==> src/shared/omc_regs.svh <==
// Register map, field positions, reset values and warm-up counts for the
// oscillator mode control block.
// Assumes inclusion by bare name from the shared folder.
`ifndef OMC_REGS_SVH
`define OMC_REGS_SVH

// Oscillator mode register address
`define OMC_OSC_MODE_ADDR     8'h95
// Field positions inside the mode register
`define OMC_BIT_HIGH_OSC_STOP 1
`define OMC_BIT_SLOW_SELECT   2
`define OMC_PM_LO             3
`define OMC_PM_HI             4
// Reset value and writable bits
`define OMC_OSC_MODE_RESET    8'h00
`define OMC_OSC_MODE_WMASK    8'h1E
// Warm-up lengths in high-speed oscillator cycles
`define OMC_WARM_LONG         12'h800
`define OMC_WARM_SHORT        12'h020

`endif

==> src/shared/omc_pkg.sv <==
// Types for the oscillator mode control block.
// Assumes the constants header is available beside it.
package omc_pkg;

   // Fixed high-speed oscillator type option
   typedef enum logic [2:0] {
      OMC_HT_FAST_RC_ONLY = 3'h0,
      OMC_HT_FAST_RC_RTC  = 3'h1,
      OMC_HT_EXT_RC       = 3'h2,
      OMC_HT_XTAL_32K     = 3'h3,
      OMC_HT_XTAL_12M     = 3'h4,
      OMC_HT_XTAL_4M      = 3'h5
   } omc_hosc_type_t;

   // CPU power mode field encoding
   typedef enum logic [1:0] {
      OMC_PM_NORMAL = 2'h0,
      OMC_PM_SLEEP  = 2'h1,
      OMC_PM_GREEN  = 2'h2,
      OMC_PM_RSVD   = 2'h3
   } omc_pm_t;

   // Controller states, one-hot
   typedef enum logic [3:0] {
      OMC_ST_WARM  = 4'h1,
      OMC_ST_RUN   = 4'h2,
      OMC_ST_SLEEP = 4'h4,
      OMC_ST_GREEN = 4'h8
   } omc_state_t;

   // Fixed option straps
   typedef struct packed {
      omc_hosc_type_t hosc_type;   // oscillator type option
      logic [2:0]     high_div;    // normal divider, log2 of 1..128
      logic [1:0]     low_div;     // slow divider, log2 of 1..8
      logic           wdt_enable;  // watchdog enabled
   } omc_opt_t;

   // Whole state of the block
   typedef struct packed {
      omc_state_t  st;
      omc_pm_t     pm;
      logic        slow_sel;
      logic        stop;
      logic [7:0]  rdata;
      logic [2:0]  hsync;
      logic [2:0]  lsync;
      logic        hstab;
      logic        lstab;
      logic [11:0] warm_cnt;
      logic [11:0] warm_lim;
      logic [6:0]  div_cnt;
      logic        cur_slow;
      logic        tick;
      logic        wdt_tick;
   } omc_st_t;

endpackage

==> src/design/omc_top.sv <==
// Oscillator and system-clock control: mode register, oscillator enables,
// warm-up gate, instruction-cycle enable and source switching.
// Assumes oscillator outputs arrive as asynchronous pins and that the
// option straps and wake request come from logic on i_clk.
//
// Contract
// - Stop bit clear keeps the selected high-speed oscillator running.
// - Stop bit set halts high-speed oscillator; slow RC keeps running. Here the high-speed oscillator still runs during warm-up.
// - Stop target follows oscillator type; RTC crystal keeps running.
// - Slow-select bit picks slow RC as system clock, else high-speed.
// - Power-mode field: 00 normal, 01 sleep, 10 green, 11 reserved.
// - Mode register resets to zero; unused bits read zero, ignore writes.
// - Slow RC stops only in power down with watchdog disabled.
// - Slow mode instruction cycle is slow RC divided by 1 to 8.
// - Slow RC also clocks the watchdog.
// - After any reset wait 2048 high-speed cycles before CPU runs.
// - Wake warm-up is 2048 cycles for crystals, 32 for RC types.
// - Normal mode instruction cycle is high clock divided by 1 to 128.
// - RTC option runs system on fast RC, crystal feeds RTC.
//
// Chosen here: the strobed register port.
`timescale 1ns/100ps
`default_nettype none
`include "omc_regs.svh"

module omc_top (
   input  wire logic             i_clk,            // 25 MHz system clock
   input  wire logic             i_rst,            // Async reset, high
   input  wire logic [7:0]       i_addr,           // Register address
   input  wire logic [7:0]       i_wdata,          // Write data
   input  wire logic             i_wr,             // Write strobe
   input  wire logic             i_rd,             // Read strobe
   input  wire omc_pkg::omc_opt_t i_opt,           // Fixed option straps
   input  wire logic             i_hosc_pin,       // High-speed osc output
   input  wire logic             i_losc_pin,       // Slow RC output
   input  wire logic             i_wake,           // Wake request pulse
   output logic [7:0]            o_rdata,          // Read data, next cycle
   output logic                  o_int_fast_rc_en, // Fast RC enable
   output logic                  o_ext_osc_en,     // External osc enable
   output logic                  o_rtc_xtal_en,    // RTC crystal enable
   output logic                  o_int_slow_rc_en, // Slow RC enable
   output logic                  o_cpu_tick,       // Instruction cycle pulse
   output logic                  o_wdt_tick,       // Watchdog clock pulse
   output logic                  o_slow_active,    // CPU on slow source
   output logic                  o_warming,        // Warm-up in progress
   output logic                  o_sleep,          // In power down
   output logic                  o_green           // In green mode
);
   import omc_pkg::*;

   omc_st_t s_q;
   omc_st_t s_d;

   // Divider terminal from a log2 divide setting
   function automatic logic [6:0] div_mask(input logic [2:0] lg);
      logic [7:0] m;
      m = (8'h01 << lg) - 8'h01;
      return m[6:0];
   endfunction

   logic       fast_rc_type;
   logic       hosc_run;
   logic       h_edge;
   logic       l_edge;
   logic       new_edge;
   logic       src_edge;
   logic [6:0] mask_cur;
   logic [6:0] mask_new;
   logic       reg_hit;

   // Fast RC types; RTC option also clocks the system from the fast RC
   assign fast_rc_type = (i_opt.hosc_type == OMC_HT_FAST_RC_ONLY) ||
                         (i_opt.hosc_type == OMC_HT_FAST_RC_RTC);
   // High osc runs during warm-up, otherwise unless stopped or sleeping
   assign hosc_run = (s_q.st == OMC_ST_WARM) ||
                     ((s_q.st != OMC_ST_SLEEP) && !s_q.stop);
   // A pin edge counts once the second and third flops agree
   assign h_edge = (s_q.hsync[2] == s_q.hsync[1]) && s_q.hsync[1] && !s_q.hstab;
   assign l_edge = (s_q.lsync[2] == s_q.lsync[1]) && s_q.lsync[1] && !s_q.lstab;
   assign src_edge = s_q.cur_slow ? l_edge : h_edge;
   assign new_edge = s_q.slow_sel ? l_edge : h_edge;
   assign mask_cur = s_q.cur_slow ? div_mask({1'b0, i_opt.low_div})
                                  : div_mask(i_opt.high_div);
   assign mask_new = s_q.slow_sel ? div_mask({1'b0, i_opt.low_div})
                                  : div_mask(i_opt.high_div);
   assign reg_hit = (i_addr == `OMC_OSC_MODE_ADDR);

   // Next-state logic for the whole block
   always_comb begin
      s_d = s_q;
      s_d.tick = 1'b0;
      s_d.wdt_tick = 1'b0;
      // Three-flop synchronisers for the oscillator pins
      s_d.hsync = {s_q.hsync[1:0], i_hosc_pin};
      s_d.lsync = {s_q.lsync[1:0], i_losc_pin};
      if (s_q.hsync[2] == s_q.hsync[1]) begin
         s_d.hstab = s_q.hsync[1];
      end
      if (s_q.lsync[2] == s_q.lsync[1]) begin
         s_d.lstab = s_q.lsync[1];
      end
      // Watchdog is clocked by slow RC edges while it runs
      s_d.wdt_tick = l_edge && o_int_slow_rc_en;
      // Register read, answered one cycle later; unmapped reads zero
      s_d.rdata = 8'h00;
      if (i_rd && reg_hit) begin
         s_d.rdata = {3'h0, s_q.pm, s_q.slow_sel, s_q.stop, 1'b0};
      end
      // Register write; only bits 4..1 are stored
      if (i_wr && reg_hit) begin
         s_d.stop     = i_wdata[`OMC_BIT_HIGH_OSC_STOP];
         s_d.slow_sel = i_wdata[`OMC_BIT_SLOW_SELECT];
         s_d.pm       = omc_pm_t'(i_wdata[`OMC_PM_HI:`OMC_PM_LO]);
      end
      case (s_q.st)
         OMC_ST_WARM: begin
            // CPU gated until enough high-speed edges are seen
            if (h_edge) begin
               if (s_q.warm_cnt == s_q.warm_lim - 12'h001) begin
                  s_d.st = OMC_ST_RUN;
                  s_d.warm_cnt = 12'h000;
               end else begin
                  s_d.warm_cnt = s_q.warm_cnt + 12'h001;
               end
            end
         end
         OMC_ST_RUN: begin
            // Reserved code 11 is stored but leaves the CPU running
            if (s_q.pm == OMC_PM_SLEEP) begin
               s_d.st = OMC_ST_SLEEP;
            end else if (s_q.pm == OMC_PM_GREEN) begin
               s_d.st = OMC_ST_GREEN;
            end else if (s_q.slow_sel != s_q.cur_slow) begin
               // Switch only on an edge of the new source so the
               // last old cycle is stretched, never shortened
               if (new_edge) begin
                  s_d.cur_slow = s_q.slow_sel;
                  s_d.div_cnt = 7'h00;
                  s_d.tick = (mask_new == 7'h00);
               end
            end else if (src_edge) begin
               if (s_q.div_cnt >= mask_cur) begin
                  s_d.div_cnt = 7'h00;
                  s_d.tick = 1'b1;
               end else begin
                  s_d.div_cnt = s_q.div_cnt + 7'h01;
               end
            end
         end
         OMC_ST_SLEEP: begin
            // Wake: crystals get the long warm-up, RC types the short
            if (i_wake) begin
               s_d.st = OMC_ST_WARM;
               s_d.pm = OMC_PM_NORMAL;
               s_d.cur_slow = 1'b0;
               s_d.slow_sel = 1'b0;
               s_d.warm_cnt = 12'h000;
               s_d.div_cnt = 7'h00;
               s_d.warm_lim = (fast_rc_type || i_opt.hosc_type == OMC_HT_EXT_RC)
                              ? `OMC_WARM_SHORT : `OMC_WARM_LONG;
            end
         end
         OMC_ST_GREEN: begin
            // Oscillators stay as set, so no warm-up on green wake
            if (i_wake) begin
               s_d.st = OMC_ST_RUN;
               s_d.pm = OMC_PM_NORMAL;
            end
         end
         default: begin
            s_d.st = OMC_ST_WARM;
         end
      endcase
   end

   // State register; reset starts the long warm-up
   always_ff @(posedge i_clk or posedge i_rst) begin
      if (i_rst) begin
         s_q <= '0;
         s_q.st <= OMC_ST_WARM;
         s_q.warm_lim <= `OMC_WARM_LONG;
         s_q.pm <= OMC_PM_NORMAL;
      end else begin
         s_q <= s_d;
      end
   end

   // Oscillator enables by type option
   assign o_int_fast_rc_en = fast_rc_type && hosc_run;
   assign o_ext_osc_en     = !fast_rc_type && hosc_run;
   assign o_rtc_xtal_en    = (i_opt.hosc_type == OMC_HT_FAST_RC_RTC) &&
                             (s_q.st != OMC_ST_SLEEP);
   // Slow RC dies only when sleeping with the watchdog off
   assign o_int_slow_rc_en = !((s_q.st == OMC_ST_SLEEP) && !i_opt.wdt_enable);
   assign o_rdata       = s_q.rdata;
   assign o_cpu_tick    = s_q.tick;
   assign o_wdt_tick    = s_q.wdt_tick;
   assign o_slow_active = s_q.cur_slow;
   assign o_warming     = (s_q.st == OMC_ST_WARM);
   assign o_sleep       = (s_q.st == OMC_ST_SLEEP);
   assign o_green       = (s_q.st == OMC_ST_GREEN);
endmodule
`default_nettype wire

==> config.mk <==
export PLATFORM = sky130hd
export DESIGN_NAME = omc_top
export DESIGN_NICKNAME = d
export VERILOG_FILES = /design/src/shared/omc_pkg.sv /design/src/design/omc_top.sv
export VERILOG_INCLUDE_DIRS = /design/src /design/src/shared
export SDC_FILE = /design/constraint.sdc
export NUM_CORES = 1
export LEC_CHECK = 0
export ABC_CLOCK_PERIOD_IN_PS = 2200
export BUFFER_PORTS_ARGS = -buffer_cell sky130_fd_sc_hd__buf_4
export CAP_MARGIN = 20
export CORE_MARGIN = 3
export CORE_UTILIZATION = 50
export CTS_CLUSTER_SIZE = 25
export DETAILED_ROUTE_END_ITERATION = 10
export GPL_ROUTABILITY_DRIVEN = 0
export PLACE_DENSITY = 0.76
export SLEW_MARGIN = 20
export SYNTH_ARGS = -nofsm -noshare
export SYNTH_HDL_FRONTEND = slang
export SYNTH_SLANG_ARGS = --single-unit
==> constraint.sdc <==
create_clock -name i_clk -period 2.2 [get_ports i_clk]
set_input_delay 0.22 -clock i_clk [delete_from_list [all_inputs] [get_ports i_clk]]
set_output_delay 0.22 -clock i_clk [all_outputs]
set_load 0.01 [all_outputs]
==> run_summary.xml <==
<?xml version="1.0" encoding="UTF-8"?>
<metrics>
  <group name="outcome">
    <metric name="run_status" unit="">complete, no violations</metric>
  </group>
  <group name="worst_setup_path">
    <metric name="critPathLaunch" unit="">s_q[54]$_DFFE_PP1P_</metric>
    <metric name="timing.critical_path.max_delay_family" unit="">simple AND/OR/NAND/NOR gates</metric>
    <metric name="crit_path_max_fanout" unit="">6</metric>
    <metric name="critical_path.reg2reg.startpoint" unit="">o_slow_active$_DFFE_PP0P_</metric>
    <metric name="start_kind" unit="">flip-flop</metric>
    <metric name="timing.reg2reg.setup_slack" unit="ps">140</metric>
    <metric name="worstSetupPathType" unit="">reg2out</metric>
    <metric name="worst_r2r_endpoint" unit="">s_q[7]$_DFFE_PP0P_</metric>
    <metric name="cells_on_worst_reg2reg_path" unit="">9</metric>
    <metric name="worst_path_largest_cell_delay" unit="ps">580</metric>
    <metric name="crit_path_top_delay_cell" unit="">dfstp_2</metric>
    <metric name="crit_arrival" unit="ps">1900</metric>
    <metric name="crit_end_element" unit="">output port</metric>
    <metric name="crit_buf_inv" unit="">2</metric>
    <metric name="timing.critical_path.cells" unit="">or4b_1 &gt; inv_1 &gt; a21oi_2 &gt; nor3_1 &gt; buf_4</metric>
    <metric name="timing.critical_path.required" unit="ps">1980</metric>
  </group>
  <group name="cells_and_area">
    <metric name="ff_latch_area" unit="um^2">1110</metric>
    <metric name="instances_no_fill" unit="">405</metric>
    <metric name="diodes" unit="">0</metric>
    <metric name="final_core_util" unit="%">64.7</metric>
    <metric name="post_route_cells_drive_above_1_share" unit="%">24.0</metric>
    <metric name="net_count_of_the_finished_layout" unit="">383</metric>
    <metric name="area_growth" unit="%">19.6</metric>
    <metric name="post-route-cell-area" unit="um^2">3180</metric>
    <metric name="count_of_fill_cells_added_during_filler_insertion" unit="">421</metric>
    <metric name="multi_input_area" unit="um^2">1410</metric>
  </group>
  <group name="floorplan">
    <metric name="num_rows" unit="">25</metric>
    <metric name="floorplan.io_pins" unit="">50</metric>
    <metric name="die_width" unit="um">78.9</metric>
    <metric name="placeableCoreArea" unit="um^2">4910</metric>
    <metric name="effective_utilization_at_floorplan" unit="%">54.1</metric>
    <metric name="die_height" unit="um">78.9</metric>
    <metric name="floorplan.die_area" unit="um^2">6220</metric>
  </group>
  <group name="timing">
    <metric name="finalSetupViolations" unit="">0</metric>
    <metric name="maxSlewViolCount" unit="">0</metric>
    <metric name="worst_hold_slack" unit="ps">19.3</metric>
    <metric name="max_slew_margin" unit="%">56.5</metric>
    <metric name="transition_time_at_the_pin_with_the_least_slew_margin" unit="ps">643</metric>
    <metric name="final_hold_viol_count" unit="">0</metric>
    <metric name="fin_crit" unit="ps">2120</metric>
    <metric name="fin_skew" unit="ps">8.63</metric>
    <metric name="period_share" unit="%">96.3</metric>
    <metric name="maximum_clock_frequency" unit="MHz">472</metric>
  </group>
  <group name="routing">
    <metric name="dr.first_iter.drc_count" unit="">159</metric>
    <metric name="route.final.wire_length" unit="mm">5.79</metric>
    <metric name="drcViolationCount" unit="">0</metric>
    <metric name="dr_total_vias" unit="">2285</metric>
    <metric name="wl_per_cell" unit="um">14.3</metric>
    <metric name="drt-pass1-iter-count" unit="">4</metric>
    <metric name="final_antenna_net_count" unit="">0</metric>
    <metric name="viasPerCell" unit="">5.64</metric>
  </group>
  <group name="logic_synthesis">
    <metric name="synth-seq-area-share" unit="%">41.5</metric>
    <metric name="synthesis.area" unit="um^2">2660</metric>
    <metric name="synth.yosys.warnings" unit="">0</metric>
    <metric name="dominantRegCellSynth" unit="">dfrtp_1</metric>
    <metric name="synth-edff-count" unit="">0</metric>
    <metric name="post_synthesis_sequential_element_count" unit="">44</metric>
    <metric name="synth_area_leaders" unit="">dfrtp_1 40%, ha_1 6.6%, a21oi_1 4.5%, nor2_1 4.2%, nand2_1 4.0%</metric>
    <metric name="avgSynthCellArea" unit="um^2">9.19</metric>
    <metric name="netlist.top_cell.by_area" unit="">dfrtp_1</metric>
    <metric name="fraction_of_registers_with_async_set_or_reset_after_synthesis" unit="%">100</metric>
    <metric name="post-synth-top-area-fraction" unit="%">39.6</metric>
    <metric name="netlist-cell-type-count" unit="">52</metric>
    <metric name="synthesized_instance_count" unit="">289</metric>
  </group>
  <group name="min_path">
    <metric name="hold_path_class" unit="">in2reg</metric>
    <metric name="hold_path_end" unit="">s_d[40]$_DFF_PP0_</metric>
    <metric name="worstHoldPathCells" unit="">1</metric>
    <metric name="hold_path_startpoint" unit="">i_hosc_pin</metric>
  </group>
  <group name="placed_design">
    <metric name="detailedPlacementHpwl" unit="mm">4.31</metric>
    <metric name="instance_area_after_placement" unit="um^2">3030</metric>
    <metric name="port_buffers" unit="">41</metric>
    <metric name="dpl.cell_count" unit="">395</metric>
  </group>
  <group name="clock_network">
    <metric name="clock_tree.htree_level_count" unit="">2</metric>
    <metric name="clock_tree.root_cell" unit="">clkbuf_8</metric>
    <metric name="cts_made_buffers" unit="">5</metric>
    <metric name="clock_tree_from_tritoncts" unit="">done</metric>
    <metric name="cts_hold_buf" unit="">0</metric>
    <metric name="clk_pin_slew" unit="ps">90</metric>
    <metric name="insertion_delay" unit="ps">300</metric>
    <metric name="cts.path.max_buffers" unit="">2</metric>
    <metric name="number_of_clock_sinks" unit="">44</metric>
  </group>
  <group name="pwr">
    <metric name="pwr_density_cell" unit="nW/um^2">650</metric>
    <metric name="fin_total_pwr" unit="uW">2070</metric>
    <metric name="p_leak" unit="uW">0.00148</metric>
    <metric name="power.ir.vdd_worst" unit="V">0.000489</metric>
  </group>
  <group name="global_routing">
    <metric name="antenna_violations_before_repair" unit="">0</metric>
    <metric name="grt.total_usage" unit="%">19.8</metric>
    <metric name="grt_overflow" unit="">0</metric>
    <metric name="global_route_wire_length_before_repair" unit="mm">9.76</metric>
    <metric name="first_global_vias" unit="">2127</metric>
    <metric name="grt_start_max_net_pins" unit="">45</metric>
  </group>
  <group name="run">
    <metric name="max-cap-violations" unit="">0</metric>
  </group>
</metrics>
==> cell usage after synthesis (3+ instances only) <==
| library cell | n |
|---|---|
| a21oi_1 | 24 |
| a22o_1 | 4 |
| a31oi_1 | 7 |
| and3_1 | 5 |
| and3b_1 | 3 |
| buf_4 | 8 |
| buf_6 | 4 |
| dfrtp_1 | 42 |
| ha_1 | 14 |
| inv_1 | 13 |
| mux2_2 | 4 |
| mux2i_1 | 6 |
| nand2_1 | 28 |
| nand2b_1 | 9 |
| nand3_1 | 8 |
| nand4_1 | 4 |
| nor2_1 | 30 |
| nor2b_1 | 3 |
| nor3_1 | 5 |
| o211ai_1 | 3 |
| o21ai_0 | 12 |
| o21ai_1 | 8 |
| o22ai_1 | 4 |
| xnor2_1 | 3 |
==> metrics by stage <==
stage	setup TNS, ps	setup slack [ps]
after CTS	0	9.65
after floorplan	0	67.0
final	0	81.4
after global placement	-589	-126
after detailed placement	-759	-146
after global routing	-84.1	-49.3
==> sequential cells by signal (all words and copies together), names as in the netlist <==
name and flops:
s_q 33, o_rdata 4, o_wdt_tick 1, o_cpu_tick 1, o_slow_active 1, s_d 4
==> worst reg2reg max path, cell delays in order (launching register included) <==
cell and delay (ps):
dfrtp_2 450, nor2b_1 230, a31oi_1 130, ha_1 300
a21oi_1 190, o21ai_2 110, a211oi_4 160, buf_4 180
nand2b_4 70, o22ai_1 150
==> how the worst max path moves through the flow <==
stage,endpoint,slack [ps],depth (start not counted)
after floorplan,s_q[6]$_DFFE_PP0P_,70,9
after global placement,s_q[7]$_DFFE_PP0P_,-130,12
after detailed placement,s_q[6]$_DFFE_PP0P_,-150,12
after CTS,o_ext_osc_en,10,5
after global routing,s_q[5]$_DFFE_PP0P_,-50,8
final,o_int_fast_rc_en,80,5
==> layout make-up <==
cell class	count	share of cell area [%]
Timing Repair Buffer	54	13.2
Clock buffer	6	2.28
Inverter	14	1.69
Sequential cell	44	34.8
Multi-Input combinational cell	218	44.3
Tap cell	67	2.64
Clock inverter	2	1.10
==> logic make-up (layout without fill, tap and decap cells) <==
kind of cell               count (synthesis)  after routing  synth area share, %
AOI/OAI and AO/OA                         71             71                 16.2
xor gates and xnor gates                   3              3                0.989
adders and majority gates                 14             14                 6.59
buffers and inverters                     30             76                 6.59
DFF                                       44             44                 41.5
muxes                                     12             12                 4.80
other                                      1              4                0.141
and+or+nand+nor                          114            114                 23.2
==> placed cells by master, fill, tap and decap left out, types with 4 or more instances in the layout <==
cell type and instances:
nor2_1 29, a21oi_1 22, ha_1 14, conb_1 4
o21ai_0 10, inv_1 12, mux2_2 4, nand3_1 8
a22o_1 4, nand2_1 28, nand2b_1 9, clkbuf_8 5
and3_1 5, dfrtp_1 40, nand4_1 4, mux2i_1 6
buf_4 53, o22ai_1 4, a31oi_1 7, nor3_1 5
o21ai_1 8
==> per-layer routing <==
| layer | GRT usage (%) | wire (um) | part of all wire (%) |
|---|---|---|---|
| met2 | 31.5 | 2660 | 46 |
| met3 | 2.83 | 316 | 5.5 |
| met4 | 8.25 | 104 | 1.8 |
| met1 | 27.2 | 2710 | 47 |
| met5 | 0 | 0 | 0 |
==> report_power, final <==
part           internal, uW  switching, uW  total, uW
sequential              894            117       1010
combinational           202            237        438
clock                   337            279        617
==> timing repair <==
| item | 4_1_cts | 5_1_grt |
|---|---|---|
| pin swaps | 1 | 0 |
| endpoints found under the setup margin | 2 | 10 |
| setup buffers | 1 | 1 |
| hold endpoints to repair | 0 | 0 |
| resized for setup | 0 | 10 |
Power figures use the tool's default switching activity.
